--- src/switchover_defines.svh ---
/*
 * constants for the backup switchover signaling block: timing counts,
 * control and status byte layout, reset values.
 * assumes a 40 MHz ref_clk; every cycle count below derives from it.
 */
`ifndef SWITCHOVER_DEFINES_SVH
`define SWITCHOVER_DEFINES_SVH


// ----------------------------------------
// timebase
// ----------------------------------------
`define CLK_MHZ 40
`define CLK_KHZ 40000
`define TRIG_PULSE_MS 200
`define TRIG_CYC (`TRIG_PULSE_MS * `CLK_KHZ)
`define TRIG_CNT_W 24
`define GATE_PRE_US 62
`define GATE_PRE_CYC (`GATE_PRE_US * `CLK_MHZ)
`define GATE_CNT_W 12
`define TAP_PD_US 10
`define TAP_PD_CYC (`TAP_PD_US * `CLK_MHZ)
`define TAP_CNT_W 9
`define SPIKE_NS 50
`define SPIKE_CYC ((`SPIKE_NS * `CLK_MHZ) / 1000)

// ----------------------------------------
// two-wire port and control byte
// ----------------------------------------
`define TARGET_ADDR 7'h2a
`define CTRL_CHG_BIT 0
`define CTRL_HC_BIT 1
`define CTRL_TAP_BIT 2
`define CTRL_RESET 8'h01
`define PIN_BOOST_RUN 0
`define PIN_PRIMARY_LOST 1
`define PIN_BOOST_REG 2
`define PIN_THERMAL 3
`define PIN_CHG_DIS 4

`endif

--- src/switchover_pkg.sv ---
/*
 * types shared by the switchover block: state enums and state structs.
 * assumes switchover_defines.svh is available on the include path.
 */
`include "switchover_defines.svh"

package switchover_pkg;
    typedef enum logic [1:0] {HC_OFF, HC_PREDRIVE, HC_RUN} hc_state_t;
    typedef enum logic [2:0] {I_IDLE, I_ADDR, I_ACKA, I_WR, I_ACKD, I_RD, I_MACK} port_state_t;

    typedef struct packed {
        logic [1:0] s1;
        logic [1:0] s2;
        logic [1:0] q;
        logic [1:0][1:0] cnt;
    } filt_state_t;

    typedef struct packed {
        logic [4:0] p1;
        logic [4:0] p2;
        logic scl_d;
        logic sda_d;
        port_state_t pst;
        logic [3:0] bcnt;
        logic [7:0] sh;
        logic sda_oe;
        logic [7:0] ctrl;
        logic boost_prev;
        logic trig;
        logic [`TRIG_CNT_W-1:0] trig_cnt;
        hc_state_t hst;
        logic [`GATE_CNT_W-1:0] gate_cnt;
        logic gate_oe;
        logic sink_en;
        logic tap_sw;
        logic tap_pd;
        logic [`TAP_CNT_W-1:0] tap_cnt;
        logic chg_en;
        logic stat_oe;
        logic avi_en;
        logic avi_pd;
    } core_state_t;
endpackage

--- src/twowire_if.sv ---
/*
 * carrier for the filtered two-wire port lines between the input filter
 * and the switchover core; both sides run on ref_clk.
 */
`timescale 1ns/1ps

interface twowire_if;
    logic scl;
    logic sda;
    modport filt (output scl, output sda);
    modport core (input scl, input sda);
endinterface

--- src/twowire_filter.sv ---
/*
 * synchroniser and spike filter for the two-wire port inputs.
 * assumes raw pins asynchronous to ref_clk; idle bus level is high.
 */
`timescale 1ns/1ps
`include "switchover_defines.svh"

module twowire_filter (
    input wire logic ref_clk,
    input wire logic srst,
    input wire logic scl_in,
    input wire logic sda_in,
    twowire_if.filt tw
);
    switchover_pkg::filt_state_t st_r;
    switchover_pkg::filt_state_t st_nxt;

    // ----------------------------------------
    // filter: a new level must persist past the spike width
    // ----------------------------------------
    always_comb begin
        st_nxt = st_r;
        st_nxt.s1 = {sda_in, scl_in};
        st_nxt.s2 = st_r.s1;
        for (int i = 0; i < 2; i++) begin
            if (st_r.s2[i] != st_r.q[i]) begin
                if (st_r.cnt[i] == 2'(`SPIKE_CYC)) begin
                    st_nxt.q[i] = st_r.s2[i];
                    st_nxt.cnt[i] = 2'h0;
                end else begin
                    st_nxt.cnt[i] = st_r.cnt[i] + 2'h1;
                end
            end else begin
                st_nxt.cnt[i] = 2'h0;
            end
        end
    end

    always_ff @(posedge ref_clk) begin
        if (srst) begin
            st_r <= '{s1: 2'h3, s2: 2'h3, q: 2'h3, cnt: '0};
        end else begin
            st_r <= st_nxt;
        end
    end

    assign tw.scl = st_r.q[0];
    assign tw.sda = st_r.q[1];
endmodule

--- src/switchover_core.sv ---
/*
 * backup switchover signaling: trigger pulse, boost status pin, charger
 * gating, health-check gate and tap sequencing, two-wire target port.
 * assumes analog status levels arrive asynchronously on pins and that
 * the analog loops themselves live outside this block.
 */
`timescale 1ns/1ps
`include "switchover_defines.svh"

module switchover_core #(
    parameter int unsigned TRIG_CYCLES = `TRIG_CYC
) (
    input wire logic ref_clk,
    input wire logic srst,
    input wire logic scl_in,
    input wire logic sda_in,
    output logic sda_out,
    output logic sda_oe,
    input wire logic boost_running,
    input wire logic primary_lost,
    input wire logic boost_regulating,
    input wire logic thermal_shutdown,
    input wire logic charger_disable_in,
    output logic backup_trigger_out,
    output logic boost_active_n_out,
    output logic boost_active_n_oe,
    output logic charger_enable,
    output logic sink_gate_drive_out,
    output logic sink_gate_drive_oe,
    output logic sink_enable,
    output logic battery_voltage_tap_switch,
    output logic battery_voltage_tap_pulldown,
    output logic sink_current_tap_enable,
    output logic sink_current_tap_pulldown,
    output logic [7:0] ctrl_byte
);
    localparam logic [`TRIG_CNT_W-1:0] TRIG_LAST = `TRIG_CNT_W'(TRIG_CYCLES - 1);
    localparam logic [`GATE_CNT_W-1:0] GATE_LAST = `GATE_CNT_W'(`GATE_PRE_CYC - 1);
    // the first count shares the edge that raises the pull-down, so the lead ends one count later
    localparam logic [`TAP_CNT_W-1:0] TAP_LAST = `TAP_CNT_W'(`TAP_PD_CYC);

    twowire_if tw ();

    switchover_pkg::core_state_t st_r;
    switchover_pkg::core_state_t st_nxt;

    logic permit;
    logic scl_rise;
    logic scl_fall;
    logic start_cond;
    logic stop_cond;
    logic [7:0] status_byte;

    twowire_filter u_filter (
        .ref_clk(ref_clk),
        .srst(srst),
        .scl_in(scl_in),
        .sda_in(sda_in),
        .tw(tw.filt)
    );

    // ----------------------------------------
    // derived conditions
    // ----------------------------------------
    // only the second sync stage is ever read
    assign permit = st_r.ctrl[`CTRL_HC_BIT] & ~st_r.p2[`PIN_BOOST_REG]
        & ~st_r.p2[`PIN_THERMAL];
    assign scl_rise = tw.scl & ~st_r.scl_d;
    assign scl_fall = ~tw.scl & st_r.scl_d;
    assign start_cond = tw.scl & st_r.scl_d & st_r.sda_d & ~tw.sda;
    assign stop_cond = tw.scl & st_r.scl_d & ~st_r.sda_d & tw.sda;
    assign status_byte = {st_r.p2, st_r.hst == switchover_pkg::HC_RUN, st_r.tap_sw, st_r.trig};

    always_comb begin
        st_nxt = st_r;
        st_nxt.p1 = {charger_disable_in, thermal_shutdown, boost_regulating,
            primary_lost, boost_running};
        st_nxt.p2 = st_r.p1;
        st_nxt.scl_d = tw.scl;
        st_nxt.sda_d = tw.sda;

        // ----------------------------------------
        // two-wire target: one control byte written, status read back
        // ----------------------------------------
        if (start_cond) begin
            st_nxt.pst = switchover_pkg::I_ADDR;
            st_nxt.bcnt = 4'h0;
            st_nxt.sda_oe = 1'b0;
        end else if (stop_cond) begin
            st_nxt.pst = switchover_pkg::I_IDLE;
            st_nxt.sda_oe = 1'b0;
        end else if (scl_rise) begin
            case (st_r.pst)
                switchover_pkg::I_ADDR, switchover_pkg::I_WR: begin
                    st_nxt.sh = {st_r.sh[6:0], tw.sda};
                    st_nxt.bcnt = st_r.bcnt + 4'h1;
                end
                switchover_pkg::I_RD: begin
                    st_nxt.sh = {st_r.sh[6:0], 1'b0};
                    st_nxt.bcnt = st_r.bcnt + 4'h1;
                end
                switchover_pkg::I_MACK: begin
                    // a nack from the controller ends the read
                    if (tw.sda) begin
                        st_nxt.pst = switchover_pkg::I_IDLE;
                    end else begin
                        st_nxt.pst = switchover_pkg::I_RD;
                        st_nxt.bcnt = 4'h0;
                        st_nxt.sh = status_byte;
                    end
                end
                default: begin
                end
            endcase
        end else if (scl_fall) begin
            case (st_r.pst)
                switchover_pkg::I_ADDR: begin
                    if (st_r.bcnt == 4'h8) begin
                        if (st_r.sh[7:1] == `TARGET_ADDR) begin
                            st_nxt.pst = switchover_pkg::I_ACKA;
                            st_nxt.sda_oe = 1'b1;
                        end else begin
                            st_nxt.pst = switchover_pkg::I_IDLE;
                        end
                    end
                end
                switchover_pkg::I_ACKA: begin
                    st_nxt.bcnt = 4'h0;
                    if (st_r.sh[0]) begin
                        st_nxt.pst = switchover_pkg::I_RD;
                        st_nxt.sh = status_byte;
                        st_nxt.sda_oe = ~status_byte[7];
                    end else begin
                        st_nxt.pst = switchover_pkg::I_WR;
                        st_nxt.sda_oe = 1'b0;
                    end
                end
                switchover_pkg::I_WR: begin
                    if (st_r.bcnt == 4'h8) begin
                        st_nxt.ctrl = st_r.sh;
                        st_nxt.pst = switchover_pkg::I_ACKD;
                        st_nxt.sda_oe = 1'b1;
                    end
                end
                switchover_pkg::I_ACKD: begin
                    st_nxt.pst = switchover_pkg::I_WR;
                    st_nxt.bcnt = 4'h0;
                    st_nxt.sda_oe = 1'b0;
                end
                switchover_pkg::I_RD: begin
                    if (st_r.bcnt == 4'h8) begin
                        st_nxt.pst = switchover_pkg::I_MACK;
                        st_nxt.sda_oe = 1'b0;
                    end else begin
                        st_nxt.sda_oe = ~st_r.sh[7];
                    end
                end
                default: begin
                end
            endcase
        end

        // ----------------------------------------
        // switchover trigger and status pin
        // ----------------------------------------
        st_nxt.boost_prev = st_r.p2[`PIN_BOOST_RUN];
        if (st_r.p2[`PIN_BOOST_RUN] & ~st_r.boost_prev) begin
            st_nxt.trig = 1'b1;
            st_nxt.trig_cnt = '0;
        end else if (st_r.trig) begin
            if (st_r.trig_cnt == TRIG_LAST) begin
                st_nxt.trig = 1'b0;
            end else begin
                st_nxt.trig_cnt = st_r.trig_cnt + 1'b1;
            end
        end
        st_nxt.stat_oe = st_r.p2[`PIN_BOOST_RUN] & st_r.p2[`PIN_PRIMARY_LOST];

        // ----------------------------------------
        // charger gating: the pin wins over the register
        // ----------------------------------------
        st_nxt.chg_en = st_r.ctrl[`CTRL_CHG_BIT] & ~st_r.p2[`PIN_CHG_DIS];

        // ----------------------------------------
        // health-check gate sequencing
        // ----------------------------------------
        if (!permit) begin
            st_nxt.hst = switchover_pkg::HC_OFF;
            st_nxt.gate_oe = 1'b0;
            st_nxt.sink_en = 1'b0;
        end else begin
            case (st_r.hst)
                switchover_pkg::HC_OFF: begin
                    st_nxt.hst = switchover_pkg::HC_PREDRIVE;
                    st_nxt.gate_oe = 1'b1;
                    st_nxt.gate_cnt = '0;
                end
                switchover_pkg::HC_PREDRIVE: begin
                    if (st_r.gate_cnt == GATE_LAST) begin
                        st_nxt.hst = switchover_pkg::HC_RUN;
                        st_nxt.sink_en = 1'b1;
                    end else begin
                        st_nxt.gate_cnt = st_r.gate_cnt + 1'b1;
                    end
                end
                switchover_pkg::HC_RUN: begin
                    st_nxt.sink_en = 1'b1;
                end
                default: begin
                    st_nxt.hst = switchover_pkg::HC_OFF;
                end
            endcase
        end
        // the current tap is live only while the sink runs
        st_nxt.avi_en = st_nxt.hst == switchover_pkg::HC_RUN;
        st_nxt.avi_pd = st_nxt.hst != switchover_pkg::HC_RUN;

        // ----------------------------------------
        // battery voltage tap: pull-down leads the switch opening
        // ----------------------------------------
        if (st_r.ctrl[`CTRL_TAP_BIT]) begin
            st_nxt.tap_sw = 1'b1;
            st_nxt.tap_pd = 1'b0;
            st_nxt.tap_cnt = '0;
        end else if (st_r.tap_sw) begin
            st_nxt.tap_pd = 1'b1;
            if (st_r.tap_cnt == TAP_LAST) begin
                st_nxt.tap_sw = 1'b0;
            end else begin
                st_nxt.tap_cnt = st_r.tap_cnt + 1'b1;
            end
        end
    end

    always_ff @(posedge ref_clk) begin
        if (srst) begin
            st_r <= '0;
            st_r.p1 <= 5'h00;
            st_r.scl_d <= 1'b1;
            st_r.sda_d <= 1'b1;
            st_r.pst <= switchover_pkg::I_IDLE;
            st_r.ctrl <= `CTRL_RESET;
            st_r.hst <= switchover_pkg::HC_OFF;
            st_r.tap_pd <= 1'b1;
            st_r.avi_pd <= 1'b1;
        end else begin
            st_r <= st_nxt;
        end
    end

    // ----------------------------------------
    // outputs, all straight from the state register
    // ----------------------------------------
    // open-drain pins only ever drive low; the data lines stay zero
    assign sda_out = st_r.tap_pd & 1'b0;
    assign sda_oe = st_r.sda_oe;
    assign backup_trigger_out = st_r.trig;
    assign boost_active_n_out = st_r.stat_oe & 1'b0;
    assign boost_active_n_oe = st_r.stat_oe;
    assign charger_enable = st_r.chg_en;
    // the gate is driven up to the charger output node, never pulled low
    assign sink_gate_drive_out = st_r.gate_oe;
    assign sink_gate_drive_oe = st_r.gate_oe;
    assign sink_enable = st_r.sink_en;
    assign battery_voltage_tap_switch = st_r.tap_sw;
    assign battery_voltage_tap_pulldown = st_r.tap_pd;
    assign sink_current_tap_enable = st_r.avi_en;
    assign sink_current_tap_pulldown = st_r.avi_pd;
    assign ctrl_byte = st_r.ctrl;
endmodule

--- config.mk ---
export PLATFORM = sky130hd
export DESIGN_NAME = switchover_core
export DESIGN_NICKNAME = d
export VERILOG_FILES = /design/src/switchover_pkg.sv /design/src/twowire_if.sv /design/src/twowire_filter.sv /design/src/switchover_core.sv
export VERILOG_INCLUDE_DIRS = /design/src
export SDC_FILE = /design/constraint.sdc
export NUM_CORES = 1
export LEC_CHECK = 0
export BUFFER_PORTS_ARGS = -buffer_cell sky130_fd_sc_hd__buf_4
export CAP_MARGIN = 15
export CORE_UTILIZATION = 40
export DETAILED_ROUTE_END_ITERATION = 7
export SYNTH_ARGS = -nofsm -noshare
export SYNTH_HDL_FRONTEND = slang
export SYNTH_SLANG_ARGS = --single-unit
export TNS_END_PERCENT = 50
--- constraint.sdc ---
create_clock -name ref_clk -period 5.5 [get_ports ref_clk]
set_input_delay 0.275 -clock ref_clk [delete_from_list [all_inputs] [get_ports ref_clk]]
set_output_delay 0.275 -clock ref_clk [all_outputs]
set_load 0.02 [all_outputs]
### After elaboration in Yosys (flattened, before gate mapping)

Index checks and enable logic that the tools add are counted.

* add/subtract/negate cells: 6
* eq/ne operators: 34
* multiplexer cells: 45
* bitwise operators: 29
* reduce and logical (&&, ||, !) cells: 34

Operator list (number)
* 9-bit two-way mux: 7
* 25-bit two-way mux: 2
* 24-bit two-way mux: 2
* 12-bit two-way mux: 3
* 12-bit case mux with 3 select lines: 1
* 6-bit AND reduction: 5
* 24-bit by 1-bit adder with 24-bit output (second input constant): 1
* 24-bit by 23-bit equality test with 1-bit output (second input constant): 1
* 8-bit two-way mux: 3
* 12-bit case mux with 2 select lines: 1
* 11-bit two-way mux: 2
* 3-bit two-way mux: 6
* 1-bit inverter: 17
* 15-bit two-way mux: 1
* 5-bit inequality test (second input constant): 3
* 3-bit case mux with 5 select lines: 1
* 2-bit nonzero test: 7
* 12-bit by 1-bit adder with 12-bit output (second input constant): 1
* 1-bit AND: 12
* 12-bit equality test (second input constant): 1
* 3-bit inequality test (second input constant): 4
* 2-bit OR reduction: 6
* 2-bit inequality test (second input constant): 5
* 2-bit AND reduction: 5
* 31 further kinds: 51

* register bits: 103
* input bits: 9
* output and inout bits: 21

### Logic depth before layout (Yosys ltp)

Gate-level depths: netlist (run 1).

* depth in word-level cells: 12
* depth in mapped cells: 8

### By module

A second synthesis (run 1) with hierarchy kept.

* cell total of the unflattened synthesis: 548
* area total of the unflattened synthesis: 4938.5 µm²

By module, submodules not included
* switchover_core: times used 1, cells each 519, area each 4584.4 µm², sequential area each 1861.8 µm²
* twowire_filter: times used 1, cells each 29, area each 354.1 µm², sequential area each 200.2 µm²

### Worst setup path after synthesis (run 1)

No wires, ideal clock.

* kind: flip-flop to flip-flop
* from: reg u_filter.st_r, in the netlist u_filter.tw.scl
* to: reg st_r[77] (netlist name)
* library setup time: 70 ps
* arrival time: 1803 ps
* data required time: 5430 ps
* slack: 3627 ps
* cell stages (with the launch flop): 7
* buffers on the path: 0
* period minus slack after synthesis: 1873 ps
* cells stage by stage: dfxtp_1 -> ha_1 -> or3b_4 -> o2bb2ai_4 -> o21ai_2 -> or4_1 -> a21boi_1

* word-level cells in the longest chain between the ends: 5
* elaborated cells between the ends (all ways): 16
* classes of those cells: eq/ne: 2; mux: 1; bitwise: 9; reduce/logical: 4

RTL lines
* start: declaration: line twowire_filter.sv:15 `switchover_pkg::filt_state_t st_r;`
* start signal: assignment: line twowire_filter.sv:41 `st_r <= '{s1: 2'h3, s2: 2'h3, q: 2'h3, cnt: '0};`
* start signal: assignment: line twowire_filter.sv:43 `st_r <= st_nxt;`
* 1-bit AND: line switchover_core.sv:70, switchover_core.sv:71
* 1-bit AND (2 in a row): line switchover_core.sv:71 `assign stop_cond = tw.scl & st_r.scl_d & ~st_r.sda_d & tw.sda;`
* 1-bit inverter (no source line)
* 5-bit AND reduction (no source line)
* end signal: assignment: line switchover_core.sv:247 `st_r <= st_nxt;`
* end: declaration: line switchover_core.sv:44 `switchover_pkg::core_state_t st_r;`

Several ways; a longest one is shown, not always the timed one.
A chain may end at the register's enable or synchronous reset.

### Worst setup path in the final report (run 1)

* from: reg u_filter.st_r, in the netlist u_filter.tw.scl
* to: reg st_r[79] (netlist name)

* word-level cells in the longest chain between the ends: 4
* elaborated cells between the ends (all ways): 17
* classes of those cells: eq/ne: 4; mux: 1; bitwise: 8; reduce/logical: 4

RTL lines
* 1-bit AND / 1-bit inverter (equally long branches): line switchover_core.sv:70, switchover_core.sv:71, switchover_core.sv:69
* 1-bit AND (on tied branches): line switchover_core.sv:70, switchover_core.sv:69, switchover_core.sv:71
* 1-bit AND (tied with other cells): line switchover_core.sv:70 `assign start_cond = tw.scl & st_r.scl_d & st_r.sda_d & ~tw.sda;`
* 3-bit OR reduction (no source line) / 6-bit AND reduction (equally long branches)

Several ways; a longest one is shown, not always the timed one.

==> metrics, run 1 <==
EDFF count, synth=0; final wirelength=9550 um; CTS tree=built; Synth top area share=42.9%; Post-Synth XOR/XNOR Area=6.90%; Multi-input gate area=2490 um2; Iter 0 DRT Violations=318; FF+latch area=2060 um2; Cell Area, Synth=4800 um2; worst setup margin=3060 ps; Tmin final=2440 ps; grt peak-use layer=met2; Max Freq=411 MHz; multiplexer share of the synthesized area=2.92%; DRC violations left=2; Top Ports=30; postcts setup bufs=0; GRT Total Usage=16.2%; commonest non-fill, non-tap cell in the layout=dfxtp_1; Placed Cells=676; startpoint type of the worst setup path=flop; Slew HR=46.7%; 1st-pass router iterations=7; most frequent cells in the layout=103 x dfxtp_1, 69 x nor2_1, 38 x nand2_1; Seq cells post-synth=103; Final setup viols=0; # fillers=1117; Crit Path Category=flop to flop; Die Wd=112 um; average size of a mapped cell=8.96 um2; Synth Area in Compound Gates=12.7%; first-pass GRT wire length=16000 um; Die Y=112 um; Clock Skew=9.48 ps; largest family of logic cells by synthesized area=simple AND/OR/NAND/NOR gates; Required @ worst endpoint=5730 ps; ANT cells=0; met3 usage=4.41%; vias per cell=5.25; dominant cells by area after synthesis=dfxtp_1 43%, nor2_1 5.4%, xor2_1 3.5%, ha_1 3.1%, xnor2_1 3.1%; Initial Util=41.5%; port bufs=27; Tot Pwr=1.38 mW; share of layout cells above drive strength 1=11.5%; worst slew pin tran=798 ps; dpl ws=3120 ps; Post-Synthesis Cells=536; leakage power=1.87 nW; CTS resizes=0; RSZ-0062 raised after global routing=no; Yosys warnings=0; clock buffer depth=2; CORE AREA=11600 um2; Synth cell types=69; Synth-to-Final Area Change=10.0%; CP Max Fanout=14; Worst-Skew Late Latency=350 ps; failing checks=DRC; VDD IR max=0.188 mV; Wirelength per Cell=13.8 um; H-tree depth=3; final cell count without fillers=691; CTS Hold Buffers Added=0; DPL Wire Length=6620 um; clk slew on worst S/H paths=70 ps; Num CTS Buffers=9; top_reg_cell synth=dfxtp_1; area leader, netlist=dfxtp_1; P per Cell Area=261 nW/um2; root buffer cell=clkbuf_16; die area=12500 um2; Row Count=39; GRT overflow=0; final hold vios=0; CP endpoint kind=flop; hold_ws=105 ps; adder-cell share of the synthesized area=3.13%; fin nets=565; status=complete, but fails checks; FF-to-FF setup slack=3060 ps; initial antenna violation count=0; Vias=3626; Max-cap violations=0; vias in the first global route=3262; hold crit path type=input port to flop; total negative slack=0 ps; routability cong.=0.875; Post-Synth Simple-Gate Area=26.0%; part of the Yosys area used for sequential elements=42.9%; Final Max Slew Viols=0; ys async rst share=0%; period utilization=44.3%; largest net degree at the start of global routing=47; M2 GR Usage=24.9%; Routed Antenna Nets=0; clk sinks=103; global routing usage on met1=21.5%; worst endpoint data arrival time=2670 ps
-- through the flow --
| step | util, % | instance area [um2] |
|---|---|---|
| finish | 45.7 | 5290 |
| floorplan | - | 4810 |
| CTS | 45.7 | 5290 |
| global placement | 43.3 | 5010 |
| detailed placement | 43.3 | 5010 |
| global route | 45.7 | 5290 |
-- worst paths after layout --
kind                        endpoint  depth (start not counted)              from
setup / recovery            st_r[79]                          6   u_filter.tw.scl
hold / removal    u_filter.st_nxt[7]                          2            sda_in
setup reg to reg            st_r[79]                          6   u_filter.tw.scl
hold reg to reg     u_filter.st_r[2]                          1  u_filter.st_r[2]
-- flip-flops by register name (all words and copies together) (netlist names), 2 cells and up --
name	flops
st_r	69
ctrl_byte	8
u_filter.st_r	6
st_nxt	6
u_filter.st_nxt	2
-- worst max-delay path: stages, from the launching register on --
cell	delay, ps
dfxtp_1	400
ha_1	500
inv_1	240
or3_1	460
a31oi_4	220
a21oi_1	100
a2111oi_1	390
-- area by class of cell --
cell class	instances	share of cell area (%)
multi-input combinational	383	47.2
sequential	103	39.0
clock buffer	10	4.52
timing repair buffer	27	3.84
clock inverter	5	0.663
inverter	20	1.42
tap	143	3.39
-- kinds of logic after synthesis --
kind of cell             count (synthesis)
AO/OA/AOI/OAI                           87
XOR/XNOR                                37
adder cells (fa/ha/maj)                 12
buffers and inverters                   51
flip-flops                             103
multiplexers                            14
other                                    1
AND/OR/NAND/NOR                        231
-- synthesized netlist by cell type, types with 9 or more instances --
cell      count
nor3_1        9
nand4_1      10
buf_4        13
inv_1        19
nand2_1      38
xor2_1       19
clkbuf_1     13
nor2b_1      16
a21oi_1      19
xnor2_1      17
o21ai_0      18
nor2_1       69
mux2i_1      14
ha_1         12
or3_1        10
nand3_1      22
dfxtp_1     103
-- layer usage --
layer,vias to the layer above,share of wire (%)
met5,-,0
met4,0,1.7
met3,10,3.7
met2,64,45
met1,1675,50
li1,1877,-
-- report_power, final --
group / internal (mW) / total [mW] / leakage (nW) / switching (mW)
sequential: 0.753 / 0.758 / 0.834 / 0.00563
combinational: 0.0114 / 0.0312 / 0.916 / 0.0198
clock: 0.316 / 0.592 / 0.123 / 0.277
No activity file was read; power rests on OpenSTA's default activity.
==> inputs of run 2 (changes only) <==
- clock period: 5.5 -> 2.1 ns (I/O delays scaled with it)
==> run 2 against run 1 <==
  * The run still ends with DRC left
  * Non-clock buffer count increased by 23
  * Register-to-register slack worse by 2900 ps
  * Via count grew 4.6%
  * Global-route usage up 1.3 points
  * Hold slack improved by 16 ps
  * Setup slack got worse by 2900 ps
  * Clock skew about the same
  * Die area is the same
==> metrics, run 2 (synthesized netlist as in run 1, its figures left out) <==
Num CTS Buffers=9 (unchanged); Wirelength per Cell=13.9 um (+0.45%); port bufs=27 (unchanged); Top Ports=30 (unchanged); RSZ-0062 raised after global routing=no; Final setup viols=0 (unchanged); H-tree depth=3 (unchanged); initial antenna violation count=0 (unchanged); DPL Wire Length=6990 um (+5.6%); final hold vios=0 (unchanged); Tot Pwr=3.67 mW (+170%); GRT Total Usage=17.4% (+1.3 points); largest net degree at the start of global routing=29 (-38%); startpoint type of the worst setup path=flop; leakage power=2.00 nW (+6.9%); Worst-Skew Late Latency=350 ps (about the same); P per Cell Area=666 nW/um2 (+150%); GRT overflow=0 (unchanged); status=complete, but fails checks; clk sinks=103 (unchanged); max FFs per register=69 (unchanged); 1st-pass router iterations=8 (+1); root buffer cell=clkbuf_16; failing checks=DRC; total negative slack=0 ps (unchanged); Synth-to-Final Area Change=14.7%; CORE AREA=11600 um2 (unchanged); vias in the first global route=3694 (+13%); Biggest register=st_r; Clock Skew=9.89 ps (+0.411 ps); VDD IR max=0.541 mV (+190%); worst slew pin tran=540 ps (-258 ps); first-pass GRT wire length=17600 um (+9.7%); period utilization=93.6% (+49 points); Slew HR=63.5% (+17 points); Final Max Slew Viols=0 (unchanged); CP endpoint kind=flop; CP Max Fanout=6 (-8); clock buffer depth=2 (unchanged); Row Count=39 (unchanged); Crit Path Category=flop to flop; die area=12500 um2 (unchanged); Routed Antenna Nets=0 (unchanged); CTS tree=built; Max Freq=509 MHz (+24%); Tmin final=1970 ps (-469 ps); routability cong.=0.859 (-1.9%); DRC violations left=2 (unchanged); Initial Util=41.5% (unchanged); Die Y=112 um (unchanged); worst endpoint data arrival time=2250 ps (-420 ps); commonest non-fill, non-tap cell in the layout=dfxtp_1; hold crit path type=input port to flop; # fillers=1126 (+0.81%); Max-cap violations=0 (unchanged); clk slew on worst S/H paths=70 ps (about the same); fin nets=588 (+4.1%); most frequent cells in the layout=102 x dfxtp_1, 69 x nor2_1, 42 x buf_4; Iter 0 DRT Violations=237 (-25%); Die Wd=112 um (unchanged); final wirelength=9930 um (+3.9%); Vias=3791 (+4.6%); postcts setup bufs=0 (unchanged); vias per cell=5.30 (+1.0%); share of layout cells above drive strength 1=14.3% (+2.8 points); ANT cells=0 (unchanged); Required @ worst endpoint=2380 ps (-3350 ps)
## run 2: cell types whose count changed in the layout (fill, tap and decap cells not counted), sizes merged
cell / delta
inv: +1
dlygate4sd3: +7
clkinv: +4
clkbuf: -1
clkinvlp: -3
buf: +16
## run 2: report_power, final
part           internal [mW]  total [mW]  leakage (nW)  switching [mW]
registers               1.97        1.98         0.833         0.00935
logic                 0.0441       0.105          1.03          0.0605
clock network          0.818        1.59         0.137           0.770
total                   2.83        3.67          2.00           0.840
## run 2: cell type report
class	instances	area, um2	share of cell area [%]
tap	143	179	3.25
timing repair buffer	50	405	7.36
inverter	20	75.1	1.36
sequential	103	2060	37.4
multi-input combinational	383	2500	45.4
clock inverter	7	58.8	1.07
clock buffer	9	225	4.09
## run 2: worst paths after layout
kind,depth (start not counted),end,start,slack (ps)
setup / recovery,7,st_r[77],st_r[82],130
hold / removal,2,ctrl_byte[1],srst,120
setup reg to reg,7,st_r[77],st_r[82],130
hold reg to reg,1,u_filter.st_r[6],u_filter.st_nxt[6],410
## run 2: worst max-delay path, cell delays in order, from the launching register on
cell       delay (ps)
dfxtp_1           340
inv_1             100
ha_4              160
or3b_4            390
o2bb2ai_4         180
o21ai_2           110
or4_1             480
a21boi_1          150
## run 2: layer usage
| metal | routed length [um] | share of wire, % | vias up | global-route usage, % |
|---|---|---|---|---|
| met2 | 4440 | 45 | 67 | 27.3 |
| li1 | - | - | 1927 | - |
| met3 | 397 | 4.0 | 15 | 4.35 |
| met1 | 4880 | 49 | 1782 | 23.1 |
| met5 | 0 | 0 | - | 0 |
| met4 | 201 | 2.0 | 0 | 6.76 |
## run 2: stage by stage
step	std cells	hold WS (ps)	worst slack (ps)	util (%)	cell area [um2]
2_1_floorplan	537	209	227	-	4810
3_3_place_gp	692	292	133	44.5	5140
3_5_place_dp	692	293	47.3	44.5	5140
4_1_cts	715	109	18.8	47.5	5500
5_1_grt	715	121	7.58	47.7	5510
6_report	715	121	134	47.7	5510
## run 2: timing repair
action | in CTS | in global routing
hold endpoints to repair | 7 | 0
hold buffers | 7 | 0
gates resized for setup | 0 | 3
endpoints found under the setup margin | 0 | 4
==> inputs of run 3 (changes only) <==
- GPL_TIMING_DRIVEN: not set -> 0
==> run 3 against run 2 <==
  * The run still ends with DRC left
  * Cell area up 1.9%
  * Setup slack worse by 23 ps
  * Global-route usage up 0.22 points
  * Critical path depth down 1
  * Clock skew down 0.69 ps
  * Core utilization up 0.90 points
  * Largest cell class unchanged
==> metrics, run 3 (synthesized netlist as in run 1, its figures left out) <==
first-pass GRT wire length=17500 um (-0.24%); dpl cell area=5180 um2 (+0.73%); worst endpoint data arrival time=2280 ps (+30 ps); Die Wd=112 um (unchanged); fin nets=606 (+3.1%); clock buffer depth=2 (unchanged); H-tree depth=3 (unchanged); HP Start=srst; Slew HR=51.2% (-12 points); routability cong.=0.878 (+2.2%); commonest non-fill, non-tap cell in the layout=dfxtp_1; root buffer cell=clkbuf_16; die area=12500 um2 (unchanged); vias in the first global route=3575 (-3.2%); Max-cap violations=0 (unchanged); Crit Path Category=flop to flop; # fillers=1122 (-0.36%); final wirelength=10200 um (+2.9%); Max Freq=503 MHz (-1.2%); ANT cells=0 (unchanged); DPL Wire Length=7370 um (+5.4%); Biggest register=st_r; Iter 0 DRT Violations=240 (+1.3%); leakage power=2.06 nW (+2.7%); vias per cell=5.23 (-1.4%); VDD IR max=0.384 mV (-29%); hold_ws=228 ps (+107 ps); Placed Cells=706 (+2.0%); port bufs=26 (-3.7%); startpoint type of the worst setup path=flop; CP Max Fanout=4 (-2); RSZ-0062 raised after global routing=no; Initial Util=41.5% (unchanged); Row Count=39 (unchanged); P per Cell Area=660 nW/um2 (-0.88%); CTS tree=built; clk slew on worst S/H paths=70 ps (about the same); final hold vios=0 (unchanged); share of layout cells above drive strength 1=15.6% (+1.3 points); clk sinks=103 (unchanged); post-route cell area=5620 um2 (+1.9%); period utilization=94.7% (+1.1 points); 1st-pass router iterations=6 (-2); Tmin final=1990 ps (+23.1 ps); failing checks=DRC; Clock Skew=9.20 ps (-0.688 ps); Num CTS Buffers=9 (unchanged); Top Ports=30 (unchanged); GRT overflow=0 (unchanged); most frequent cells in the layout=102 x dfxtp_1, 69 x nor2_1, 43 x buf_4; Final setup viols=0 (unchanged); Final Max Slew Viols=0 (unchanged); Wirelength per Cell=13.9 um (+0.36%); DRC violations left=4 (+2); worst slew pin tran=728 ps (+189 ps); Core Util, Final=48.6% (+0.90 points); final cell count without fillers=733 (+2.5%); FF-to-FF setup slack=110 ps (-20 ps); FF-to-FF Start=u_filter.tw.scl; CP endpoint kind=flop; GRT Total Usage=17.6% (+0.22 points); Worst-Skew Late Latency=360 ps (about the same); hold crit path type=input port to flop; Required @ worst endpoint=2390 ps (about the same); crit path from=u_filter.tw.scl; Die Y=112 um (unchanged); largest net degree at the start of global routing=19 (-34%); initial antenna violation count=0 (unchanged); worst setup margin=111 ps (-23.1 ps); CORE AREA=11600 um2 (unchanged); max FFs per register=69 (unchanged); Vias=3832 (+1.1%); Routed Antenna Nets=0 (unchanged); dpl ws=-11.5 ps (-58.8 ps); Synth-to-Final Area Change=16.9%; status=complete, but fails checks
-- run 3: area by class of cell --
| type | count | area, um2 | share of cell area (%) |
|---|---|---|---|
| repair buffers | 37 | 308 | 5.48 |
| plain buffers | 31 | 180 | 3.21 |
| flip-flops and latches | 103 | 2060 | 36.7 |
| well taps | 143 | 179 | 3.19 |
| clock inverters | 6 | 50.0 | 0.891 |
| multi-input cells | 383 | 2520 | 44.9 |
| clock buffers | 10 | 239 | 4.26 |
| inverters | 20 | 75.1 | 1.34 |
-- run 3: worst paths after layout --
kind         cells after the start          endpoint
min reg2reg                      1  u_filter.st_r[0]
max                              6          st_r[77]
max reg2reg                      6          st_r[77]
min                              2          st_r[56]
-- run 3: per-layer routing --
layer,vias to the layer above,GRT usage (%),share of wire (%)
met3,10,4.52,4.3
li1,1960,-,-
met2,87,27.4,46
met4,0,8.02,1.3
met1,1775,23.0,49
met5,-,0,0
-- run 3: worst max-delay path, cell delays in order (launching register included) --
cell and delay (ps):
dfxtp_2 370, inv_1 100, ha_1 430, nor3_4 270
o21ai_2 120, or4_1 480, a21boi_1 140
-- run 3: metrics by stage --
step	TNS [ps]	total power, mW
after floorplan	0	2.08
after global placement	0	2.12
after detailed placement	-41.4	2.12
after CTS	0	3.77
after global routing	0	3.86
final	0	3.71
-- run 3: power by group --
part           total, mW  internal (mW)  switching, mW
logic              0.107         0.0436         0.0638
registers           1.98           1.97         0.0114
clock network       1.62          0.853          0.767
-- run 3: what timing repair did --
item	4_1_cts	5_1_grt
endpoints found under the hold margin	7	0
gates resized for setup	2	7
endpoints found under the setup margin	4	18
pin swaps	0	3
setup buffers	0	4
hold buffers	7	0
